==> config.mk <==
export PLATFORM = sky130hd
export DESIGN_NAME = tmr16_core
export DESIGN_NICKNAME = d
export VERILOG_FILES = /design/src/pkg/tmr16_pkg.sv /design/src/design/tmr16_tick_sel.sv /design/src/design/tmr16_capture.sv /design/src/design/tmr16_core.sv
export VERILOG_INCLUDE_DIRS = /design/src /design/src/pkg
export SDC_FILE = /design/constraint.sdc
export NUM_CORES = 1
export LEC_CHECK = 0
export BUFFER_PORTS_ARGS = -buffer_cell sky130_fd_sc_hd__buf_2
export CAP_MARGIN = 25
export CORE_MARGIN = 3
export CORE_UTILIZATION = 45
export CTS_BUF_LIST = sky130_fd_sc_hd__clkbuf_8
export DETAILED_ROUTE_END_ITERATION = 8
export GPL_ROUTABILITY_DRIVEN = 0
export GPL_TIMING_DRIVEN = 0
export PLACE_DENSITY = 0.63
export SETUP_SLACK_MARGIN = 0.1
export SLEW_MARGIN = 20
export SYNTH_ARGS = -nofsm -noshare
export SYNTH_HDL_FRONTEND = slang
export SYNTH_SLANG_ARGS = --single-unit
==> constraint.sdc <==
create_clock -name clock -period 11.2 [get_ports clock]
set_input_delay 3.36 -clock clock [delete_from_list [all_inputs] [get_ports clock]]
set_output_delay 3.36 -clock clock [all_outputs]
set_load 0.005 [all_outputs]
==> src/pkg/tmr16_regs.svh <==
// Register offsets, field positions, reset values and divider taps of the 16-bit timer.
`ifndef TMR16_REGS_SVH
`define TMR16_REGS_SVH
`define TMR16_OFF_CTRL_A 8'h00
`define TMR16_OFF_CTRL_B 8'h04
`define TMR16_OFF_CNT_L  8'h08
`define TMR16_OFF_CNT_H  8'h0c
`define TMR16_OFF_CMPA_L 8'h10
`define TMR16_OFF_CMPA_H 8'h14
`define TMR16_OFF_CMPB_L 8'h18
`define TMR16_OFF_CMPB_H 8'h1c
`define TMR16_OFF_CAP_L  8'h20
`define TMR16_OFF_CAP_H  8'h24
`define TMR16_OFF_FLAG   8'h28
`define TMR16_OFF_MASK   8'h2c
`define TMR16_OFF_POWER  8'h30
`define TMR16_CA_MODE_LSB 0
`define TMR16_CA_OUTA_EN  4
`define TMR16_CA_OUTB_EN  5
`define TMR16_CB_SEL_LSB  0
`define TMR16_CB_CAP_SRC  5
`define TMR16_CB_CAP_EDGE 6
`define TMR16_CB_FILT_EN  7
`define TMR16_FLAG_OVF  0
`define TMR16_FLAG_CMPA 1
`define TMR16_FLAG_CMPB 2
`define TMR16_FLAG_CAP  3
`define TMR16_MODE_MAX   3'h0
`define TMR16_MODE_FF    3'h1
`define TMR16_MODE_1FF   3'h2
`define TMR16_MODE_3FF   3'h3
`define TMR16_MODE_CMPA  3'h4
`define TMR16_MODE_CAP   3'h5
`define TMR16_MODE_PCMPA 3'h6
`define TMR16_MODE_PCAP  3'h7
`define TMR16_TOP_FF    16'h00ff
`define TMR16_TOP_1FF   16'h01ff
`define TMR16_TOP_3FF   16'h03ff
`define TMR16_TOP_MAX   16'hffff
`define TMR16_BOTTOM    16'h0000
`define TMR16_RST_POWER 8'h01
`define TMR16_PRE_W     10
`endif

==> src/pkg/tmr16_pkg.sv <==
// Types shared by the 16-bit timer modules.
package tmr16_pkg;
   typedef struct packed {
      logic        psel;
      logic        penable;
      logic        pwrite;
      logic [7:0]  paddr;
      logic [31:0] pwdata;
   } tmr16_apb_req_t;
   typedef struct packed {
      logic [31:0] prdata;
      logic        pready;
      logic        pslverr;
   } tmr16_apb_rsp_t;
   typedef struct packed {
      tmr16_apb_rsp_t rsp;
      logic [7:0]     ctrlA;
      logic [7:0]     ctrlB;
      logic [7:0]     power;
      logic [7:0]     temp;
      logic [15:0]    cnt;
      logic [15:0]    bufA;
      logic [15:0]    bufB;
      logic [15:0]    actA;
      logic [15:0]    actB;
      logic [15:0]    cap;
      logic [3:0]     flag;
      logic [3:0]     mask;
      logic [3:0]     intReq;
      logic           outA;
      logic           outB;
      logic           atBottom;
      logic           atMax;
      logic           atTop;
   } tmr16_state_t;
   typedef struct packed {
      logic [9:0] prescale;
      logic       extLast;
   } tmr16_tick_st_t;
   typedef struct packed {
      logic [3:0] hist;
      logic       filtered;
      logic       last;
   } tmr16_cap_st_t;
endpackage

==> src/design/tmr16_tick_sel.sv <==
// Timer tick source selection: prescaler taps or external pin edges.
`timescale 1ns/1ps
`include "tmr16_regs.svh"
module tmr16_tick_sel (
   // Clock and reset.
   input  wire logic       clock,
   input  wire logic       rstSync_b,
   // Selection.
   input  wire logic       enable,
   input  wire logic [2:0] clockSel,
   input  wire logic       extPin,
   // Tick.
   output logic            tick
);
   import tmr16_pkg::*;
   tmr16_tick_st_t q_ff;
   tmr16_tick_st_t nxt_q;

   function automatic logic tapAt(input logic [9:0] pre, input int w);
      logic [9:0] m;
      m = 10'((1 << w) - 1);
      return (pre & m) == m;
   endfunction

   always_comb begin
      nxt_q = q_ff;
      nxt_q.prescale = enable ? q_ff.prescale + 10'h001 : 10'h000;
      nxt_q.extLast = extPin;
      tick = 1'b0;
      if (enable) begin
         unique case (clockSel)
            3'h0: tick = 1'b0;
            3'h1: tick = 1'b1;
            3'h2: tick = tapAt(q_ff.prescale, 3);
            3'h3: tick = tapAt(q_ff.prescale, 6);
            3'h4: tick = tapAt(q_ff.prescale, 8);
            3'h5: tick = tapAt(q_ff.prescale, `TMR16_PRE_W);
            3'h6: tick = q_ff.extLast & ~extPin;
            3'h7: tick = ~q_ff.extLast & extPin;
         endcase
      end
   end

   always_ff @(posedge clock or negedge rstSync_b) begin
      if (!rstSync_b) begin
         q_ff <= '0;
      end else begin
         q_ff <= nxt_q;
      end
   end
endmodule

==> src/design/tmr16_capture.sv <==
// Capture trigger: source select, four-sample noise filter and edge detector.
`timescale 1ns/1ps
module tmr16_capture (
   // Clock and reset.
   input  wire logic clock,
   input  wire logic rstSync_b,
   // Inputs and settings.
   input  wire logic enable,
   input  wire logic pinIn,
   input  wire logic cmpIn,
   input  wire logic srcSel,
   input  wire logic edgeSel,
   input  wire logic filterEn,
   // Event.
   output logic      capEvent
);
   import tmr16_pkg::*;
   tmr16_cap_st_t q_ff;
   tmr16_cap_st_t nxt_q;
   logic          raw;
   logic          level;

   always_comb begin
      nxt_q = q_ff;
      raw = srcSel ? cmpIn : pinIn;
      nxt_q.hist = {q_ff.hist[2:0], raw};
      // The filtered level moves only after four equal samples.
      if (q_ff.hist == 4'hf) begin
         nxt_q.filtered = 1'b1;
      end else if (q_ff.hist == 4'h0) begin
         nxt_q.filtered = 1'b0;
      end
      level = filterEn ? q_ff.filtered : q_ff.hist[0];
      nxt_q.last = level;
      capEvent = enable & (edgeSel ? (level & ~q_ff.last) : (~level & q_ff.last));
   end

   always_ff @(posedge clock or negedge rstSync_b) begin
      if (!rstSync_b) begin
         q_ff <= '0;
      end else begin
         q_ff <= nxt_q;
      end
   end
endmodule

==> src/design/tmr16_core.sv <==
// Top of the 16-bit timer: APB slave, byte-wide access to 16-bit registers, counter, compare and capture.
//
// The address map and the APB slave port are this design's own decisions.
`timescale 1ns/1ps
`include "tmr16_regs.svh"
module tmr16_core (
   // Clock and reset.
   input  wire logic                     clock,
   input  wire logic                     rst_b,
   // APB register bus.
   input  wire tmr16_pkg::tmr16_apb_req_t apbReq,
   output tmr16_pkg::tmr16_apb_rsp_t      apbRsp,
   // Timer pins.
   input  wire logic                     externalTickPin,
   input  wire logic                     captureInputPin,
   input  wire logic                     comparatorOut,
   output logic                          compareOutputPinA,
   output logic                          compareOutputPinB,
   // Counter status and masked requests.
   output logic                          atBottom,
   output logic                          atMax,
   output logic                          atTop,
   output logic [3:0]                    intReq
);
   import tmr16_pkg::*;
   logic [1:0]   rstPipe_ff;
   logic         rstSync_b;
   tmr16_state_t q_ff;
   tmr16_state_t nxt_q;
   logic         tick;
   logic         capEvent;
   logic         enable;
   logic [2:0]   mode;
   logic [15:0]  top;
   logic         setup;
   logic         access;
   logic [7:0]   wbyte;
   logic         wrap;
   logic         matchA;
   logic         matchB;
   logic [3:0]   setFlag;
   logic [3:0]   flagClr;

   function automatic logic isPwm(input logic [2:0] m);
      return (m == `TMR16_MODE_FF) || (m == `TMR16_MODE_1FF) || (m == `TMR16_MODE_3FF) ||
             (m == `TMR16_MODE_PCMPA) || (m == `TMR16_MODE_PCAP);
   endfunction

   function automatic logic capIsTop(input logic [2:0] m);
      return (m == `TMR16_MODE_CAP) || (m == `TMR16_MODE_PCAP);
   endfunction

   function automatic logic mapped(input logic [7:0] a);
      return (a[1:0] == 2'h0) && (a <= `TMR16_OFF_POWER);
   endfunction

   // Joins the staged high byte with the low byte being written.
   function automatic logic [15:0] merge16(input logic [7:0] hi, input logic [7:0] lo);
      return {hi, lo};
   endfunction

   // Reset enters at once but leaves through two flops, so every register reset by rstSync_b leaves it on one edge.
   always_ff @(posedge clock or negedge rst_b) begin
      if (!rst_b) begin
         rstPipe_ff <= 2'h0;
      end else begin
         rstPipe_ff <= {rstPipe_ff[0], 1'b1};
      end
   end
   assign rstSync_b = rstPipe_ff[1];

   // A set power gate bit stops the tick and the capture input.
   assign enable = ~q_ff.power[0];
   assign mode   = q_ff.ctrlA[`TMR16_CA_MODE_LSB +: 3];

   tmr16_tick_sel u_tick (
      .clock     (clock),
      .rstSync_b (rstSync_b),
      .enable    (enable),
      .clockSel  (q_ff.ctrlB[`TMR16_CB_SEL_LSB +: 3]),
      .extPin    (externalTickPin),
      .tick      (tick)
   );

   // Capture input is off while the capture register defines top.
   tmr16_capture u_cap (
      .clock     (clock),
      .rstSync_b (rstSync_b),
      .enable    (enable & ~capIsTop(mode)),
      .pinIn     (captureInputPin),
      .cmpIn     (comparatorOut),
      .srcSel    (q_ff.ctrlB[`TMR16_CB_CAP_SRC]),
      .edgeSel   (q_ff.ctrlB[`TMR16_CB_CAP_EDGE]),
      .filterEn  (q_ff.ctrlB[`TMR16_CB_FILT_EN]),
      .capEvent  (capEvent)
   );

   always_comb begin
      nxt_q = q_ff;
      // Top of the count sequence for the selected mode.
      unique case (mode)
         `TMR16_MODE_MAX:   top = `TMR16_TOP_MAX;
         `TMR16_MODE_FF:    top = `TMR16_TOP_FF;
         `TMR16_MODE_1FF:   top = `TMR16_TOP_1FF;
         `TMR16_MODE_3FF:   top = `TMR16_TOP_3FF;
         `TMR16_MODE_CMPA:  top = q_ff.actA;
         `TMR16_MODE_CAP:   top = q_ff.cap;
         `TMR16_MODE_PCMPA: top = q_ff.actA;
         `TMR16_MODE_PCAP:  top = q_ff.cap;
      endcase
      setup  = apbReq.psel & ~apbReq.penable;
      access = apbReq.psel & apbReq.penable & q_ff.rsp.pready;
      wbyte  = apbReq.pwdata[7:0];
      wrap   = tick & (q_ff.cnt == top);
      matchA = tick & (q_ff.cnt == q_ff.actA);
      matchB = tick & (q_ff.cnt == q_ff.actB);
      setFlag = 4'h0;
      flagClr = 4'h0;

      // At top the counter wraps to bottom and raises the overflow flag.
      // Counting; a counter write further down overrides it.
      if (tick) begin
         nxt_q.cnt = wrap ? `TMR16_BOTTOM : q_ff.cnt + 16'h0001;
      end
      setFlag[`TMR16_FLAG_OVF]  = wrap;
      setFlag[`TMR16_FLAG_CMPA] = matchA;
      setFlag[`TMR16_FLAG_CMPB] = matchB;

      // Waveform: toggle on match, or set at wrap and clear on match in PWM modes.
      if (isPwm(mode)) begin
         if (wrap) begin
            nxt_q.outA = 1'b1;
            nxt_q.outB = 1'b1;
            nxt_q.actA = q_ff.bufA;
            nxt_q.actB = q_ff.bufB;
         end
         if (matchA) begin
            nxt_q.outA = 1'b0;
         end
         if (matchB) begin
            nxt_q.outB = 1'b0;
         end
      end else begin
         if (matchA) begin
            nxt_q.outA = ~q_ff.outA;
         end
         if (matchB) begin
            nxt_q.outB = ~q_ff.outB;
         end
      end
      if (!q_ff.ctrlA[`TMR16_CA_OUTA_EN] || mode == `TMR16_MODE_PCMPA) begin
         nxt_q.outA = 1'b0;
      end
      if (!q_ff.ctrlA[`TMR16_CA_OUTB_EN]) begin
         nxt_q.outB = 1'b0;
      end

      if (capEvent) begin
         nxt_q.cap = q_ff.cnt;
      end
      setFlag[`TMR16_FLAG_CAP] = capEvent;

      // Bus setup cycle: answer is prepared, read side effects happen here.
      nxt_q.rsp.pready  = setup;
      nxt_q.rsp.pslverr = setup & ~mapped(apbReq.paddr);
      if (setup) begin
         nxt_q.rsp.prdata = 32'h0000_0000;
         if (!apbReq.pwrite) begin
            unique case (apbReq.paddr)
               `TMR16_OFF_CTRL_A: nxt_q.rsp.prdata[7:0] = q_ff.ctrlA;
               `TMR16_OFF_CTRL_B: nxt_q.rsp.prdata[7:0] = q_ff.ctrlB;
               `TMR16_OFF_CNT_L: begin
                  nxt_q.rsp.prdata[7:0] = q_ff.cnt[7:0];
                  nxt_q.temp = q_ff.cnt[15:8];
               end
               `TMR16_OFF_CNT_H: begin
                  nxt_q.rsp.prdata[7:0] = q_ff.temp;
               end
               `TMR16_OFF_CMPA_L: nxt_q.rsp.prdata[7:0] = q_ff.bufA[7:0];
               `TMR16_OFF_CMPA_H: begin
                  nxt_q.rsp.prdata[7:0] = q_ff.bufA[15:8];
               end
               `TMR16_OFF_CMPB_L: nxt_q.rsp.prdata[7:0] = q_ff.bufB[7:0];
               `TMR16_OFF_CMPB_H: begin
                  nxt_q.rsp.prdata[7:0] = q_ff.bufB[15:8];
               end
               `TMR16_OFF_CAP_L: begin
                  nxt_q.rsp.prdata[7:0] = q_ff.cap[7:0];
                  nxt_q.temp = q_ff.cap[15:8];
               end
               `TMR16_OFF_CAP_H: begin
                  nxt_q.rsp.prdata[7:0] = q_ff.temp;
               end
               `TMR16_OFF_FLAG:  nxt_q.rsp.prdata[3:0] = q_ff.flag;
               `TMR16_OFF_MASK:  nxt_q.rsp.prdata[3:0] = q_ff.mask;
               `TMR16_OFF_POWER: nxt_q.rsp.prdata[7:0] = q_ff.power;
               default:          nxt_q.rsp.prdata = 32'h0000_0000;
            endcase
         end
      end

      // Bus access cycle: writes take effect at its completing edge.
      if (access && apbReq.pwrite) begin
         unique case (apbReq.paddr)
            `TMR16_OFF_CTRL_A: begin
               nxt_q.ctrlA = wbyte;
            end
            `TMR16_OFF_CTRL_B: begin
               nxt_q.ctrlB = wbyte;
            end
            `TMR16_OFF_CNT_H,
            `TMR16_OFF_CMPA_H,
            `TMR16_OFF_CMPB_H,
            `TMR16_OFF_CAP_H: begin
               nxt_q.temp = wbyte;
            end
            // The holding register is left as it is, so one high byte serves many low writes.
            `TMR16_OFF_CNT_L: begin
               nxt_q.cnt = merge16(q_ff.temp, wbyte);
            end
            `TMR16_OFF_CMPA_L: begin
               nxt_q.bufA = merge16(q_ff.temp, wbyte);
               // In PWM modes the active copy follows only at the wrap, so top never jumps mid-period.
               if (!isPwm(mode)) begin
                  nxt_q.actA = merge16(q_ff.temp, wbyte);
               end
            end
            `TMR16_OFF_CMPB_L: begin
               nxt_q.bufB = merge16(q_ff.temp, wbyte);
               if (!isPwm(mode)) begin
                  nxt_q.actB = merge16(q_ff.temp, wbyte);
               end
            end
            // Capture is writable only while it defines top.
            `TMR16_OFF_CAP_L: begin
               if (capIsTop(mode)) begin
                  nxt_q.cap = merge16(q_ff.temp, wbyte);
               end
            end
            `TMR16_OFF_FLAG: begin
               flagClr = wbyte[3:0];
            end
            `TMR16_OFF_MASK: begin
               nxt_q.mask = wbyte[3:0];
            end
            `TMR16_OFF_POWER: begin
               nxt_q.power = {7'h00, wbyte[0]};
            end
            default: begin
               nxt_q.temp = q_ff.temp;
            end
         endcase
      end

      // A new event wins over a clear in the same cycle.
      for (int i = 0; i < 4; i++) begin
         nxt_q.flag[i] = setFlag[i] | (q_ff.flag[i] & ~flagClr[i]);
      end
      nxt_q.intReq = nxt_q.flag & nxt_q.mask;
      // Status bits follow the value the counter holds after this edge.
      nxt_q.atBottom = nxt_q.cnt == `TMR16_BOTTOM;
      nxt_q.atMax    = nxt_q.cnt == `TMR16_TOP_MAX;
      nxt_q.atTop    = nxt_q.cnt == top;
   end

   // Reset clears all but the power gate, which starts closed, and the bottom status.
   always_ff @(posedge clock or negedge rstSync_b) begin
      if (!rstSync_b) begin
         q_ff <= '0;
         q_ff.power <= `TMR16_RST_POWER;
         q_ff.atBottom <= 1'b1;
      end else begin
         q_ff <= nxt_q;
      end
   end

   // Every output is a register bit, so nothing combinational reaches a pin.
   assign apbRsp            = q_ff.rsp;
   assign compareOutputPinA = q_ff.outA;
   assign compareOutputPinB = q_ff.outB;
   assign atBottom          = q_ff.atBottom;
   assign atMax             = q_ff.atMax;
   assign atTop             = q_ff.atTop;
   assign intReq            = q_ff.intReq;
endmodule

==> impl_metrics.py <==
metrics = {
    "clocking": {
        "clkTransAtPathRegs_ns": 0.12,
        "hold_buffers": 0,
        "ctsResizeCount": 0,
        "cts_tree": "yes",
        "root_buffer": "clkbuf_8",
        "clk_latency_ns": 0.49,
        "h-tree-depth": 4,
        "cts_sinks": 167,
        "clk_path_buf_depth": 2,
        "cts_made_buffers": 17,
        "post_cts_buffers": 0,
    },
    "cells_and_area": {
        "fillers": 2059,
        "nNetsFinal": 1178,
        "synthToLayoutAreaGrowth_pct": 11.4,
        "final_common_cell": "dfrtp_1",
        "instances_no_fill": 1420,
        "most-common-layout-cells": "dfrtp_1, nand2_1, o21ai_0, mux2i_1, mux2_2",
        "fin_area_sq_mm": 0.0112,
        "drive_above_1_share": 0.182,
        "antenna_cells": 0,
    },
    "logic_synthesis": {
        "synth_edf_count": 0,
        "synth_seq_area_share": 0.414,
        "yosysTopAreaCell": "dfrtp_1",
        "synth-seq-cells": 167,
        "synth_top_area_frac": 0.409,
        "ys_warn_count": 0,
        "synthTopCellsByArea": "dfrtp_1, mux2_2, mux2i_1",
        "syn_inst": 1043,
        "avgSynthCellArea_sq_um": 9.68,
        "syn_area_sq_mm": 0.0101,
        "async_reset_ff_frac": 1.00,
        "synthFlopType": "dfrtp_1",
        "synth.distinct_cells": 80,
    },
    "die": {
        "num_rows": 54,
        "fp.dieH_microns": 156,
        "die_w_microns": 156,
        "initial_core_util": 0.460,
        "ios": 91,
        "dieArea_sq_mm": 0.0243,
        "coreArea_sq_mm": 0.0220,
    },
    "route": {
        "ant_nets": 0,
        "drt-pass1-iter-count": 9,
        "drt-initial-drc-count": 1277,
        "detail_route.wl_per_cell_microns": 24.2,
        "vias_per_cell": 6.35,
        "vias": 9020,
        "finalWirelength_microns": 34400,
        "drc": 16,
    },
    "worst_setup_path": {
        "path_max_fanout": 10,
        "required_ns": 11.54,
        "arrival_ns": 7.04,
        "path_class": "primary input to flop",
        "cp_common_cell": "o21ai_0",
        "slowest_stage": "nor4_2",
        "crit_path_cell_trace": "buf_2 -> inv_1 -> o311a_1 -> a211oi_1 -> o21ai_0 -> nor4_2 -> nand2_1 -> buf_1 -> mux2i_1 -> o21ai_0",
        "reg2regPathDepth": 10,
        "cp-end-kind": "flop",
        "cp-start-kind": "primary input",
        "cp_slowest_stage_delay_ns": 0.85,
    },
    "timing": {
        "setup_viol": 0,
        "period_needed_ns": 6.70,
        "setup_tns_ns": 0,
        "max_freq_mhz": 149,
        "drv_slew": 0,
        "rsz0062_at_grt": "false",
        "maxSlewHeadroom": 0.263,
        "final.period_utilization": 0.598,
        "finalHoldViolations": 0,
        "skew_ns": 0.0215,
        "worst_pin_slew_ns": 1.08,
    },
    "placed_design": {
        "io_buffers": 38,
        "dp_hpwl_microns": 25000,
        "postPlaceCellArea_sq_mm": 0.0108,
        "dp.cells": 1388,
    },
    "pwr": {
        "clkPwrFrac": 0.379,
        "p_sw_frac": 0.317,
        "p_comb_frac": 0.097,
        "p_total_mw": 1.23,
        "p_leak_nw": 5.30,
        "p_sw_uw": 390,
        "power.internal_uw": 842,
        "p_seq_frac": 0.524,
        "vdd_drop_max_uv": 79.3,
        "powerDensity_mw_per_mm2": 110,
    },
    "global_routing": {
        "antenna_found_initial": 1,
        "grt_pass1_wl_microns": 51800,
        "grt_max_degree": 56,
        "grt_pass1_vias": 8494,
        "overflow": 0,
        "track_usage": 0.281,
    },
    "status": {
        "status": "finished with violations",
        "violations": "design-rule violations",
    },
    "worst_hold_path": {
        "min_path_type": "flop to asynchronous set/reset pin",
    },
    "flow_run": {
        "max_cap_violations": 0,
    },
}
## worst max-delay path, delay by kind of cell
kind	cells	cell delay [ns]
compound gates	4	1.52
buf+inv	3	0.58
mux	1	0.29
simple gates	2	1.26
## cells in the mapped netlist, types with 13 or more instances
master	number
a21oi_1	33
nand2_1	109
nor2_1	52
clkbuf_1	58
dfrtp_1	165
xor2_1	50
mux2i_1	62
buf_4	39
nor4_1	21
mux2_2	61
nand3_1	22
inv_1	14
a22oi_1	21
nand4_1	19
a31oi_1	13
a21o_1	13
o21ai_0	62
xnor2_1	18
and3_1	13
## registers in the layout, summed over array words and instances, names as in the netlist
signal	flops
u_cap.nxt_q	3
atBottom	1
atTop	1
u_tick.q_ff	11
rstPipe_ff	2
mode	3
compareOutputPinB	1
apbRsp	10
q_ff	126
atMax	1
u_cap.q_ff	3
intReq	4
compareOutputPinA	1
## path summary, 6_finish.rpt
| check | endpoint | slack, ns | start |
|---|---|---|---|
| setup / recovery | q_ff[53] | 4.50 | externalTickPin |
| hold / removal | u_cap.nxt_q[5] | 0.34 | rstPipe_ff[1] |
| setup reg to reg | q_ff[53] | 6.61 | u_tick.q_ff[1] |
| hold reg to reg | u_cap.nxt_q[5] | 0.34 | rstPipe_ff[1] |
| max in group asynchronous | rstPipe_ff[1] | 8.47 | rst_b |
| min in group clock | rstPipe_ff[1] | 0.37 | rstPipe_ff[0] |
## layer usage
metal  vias to the layer above  track usage  part of all wire
li1                       3937            -                 -
met5                         -            0                 0
met3                       118       0.0535             0.096
met1                      4400        0.390              0.41
met2                       565        0.428              0.44
met4                         0        0.132             0.051
## cells by family (layout without fill, tap and decap cells)
| kind of cell | count (synthesis) | after routing | synth area share |
|---|---|---|---|
| and+or+nand+nor | 323 | 323 | 0.170 |
| other | 2 | 25 | 0.000744 |
| AOI/OAI and AO/OA | 226 | 226 | 0.155 |
| muxes | 125 | 125 | 0.132 |
| DFF | 167 | 167 | 0.414 |
| buffers and inverters | 129 | 203 | 0.0648 |
| adders and majority gates | 3 | 3 | 0.00372 |
| xor gates and xnor gates | 68 | 68 | 0.0590 |
## power groups by stage
stage          clock [mW]  sequential (mW)  combinational, mW
4_1_cts             0.472            0.645              0.117
6_report            0.467            0.646              0.119
2_1_floorplan           0            0.656             0.0742
5_1_grt             0.495            0.648              0.132
3_5_place_dp            0            0.656              0.117
3_3_place_gp            0            0.665              0.103
## cell type report
cell class / instances / area [sq um] / area share
Sequential cell: 167 / 4190 / 0.372
Clock inverter: 15 / 201 / 0.0179
Tap cell: 280 / 350 / 0.0312
Clock buffer: 17 / 234 / 0.0208
Inverter: 14 / 52.6 / 0.00468
Timing Repair Buffer: 42 / 265 / 0.0236
Buffer: 115 / 602 / 0.0536
Multi-Input combinational cell: 770 / 5350 / 0.476
## metrics by stage
step / hold WS (ns) / worst slack, ns / utilization
5_1_grt: 0.375 / 4.49 / 0.512
3_5_place_dp: 0.339 / 4.19 / 0.492
2_1_floorplan: 0.331 / 5.43 / -
4_1_cts: 0.366 / 4.67 / 0.512
3_3_place_gp: 0.339 / 4.14 / 0.488
6_report: 0.339 / 4.50 / 0.512
Power figures use the tool's default switching activity.
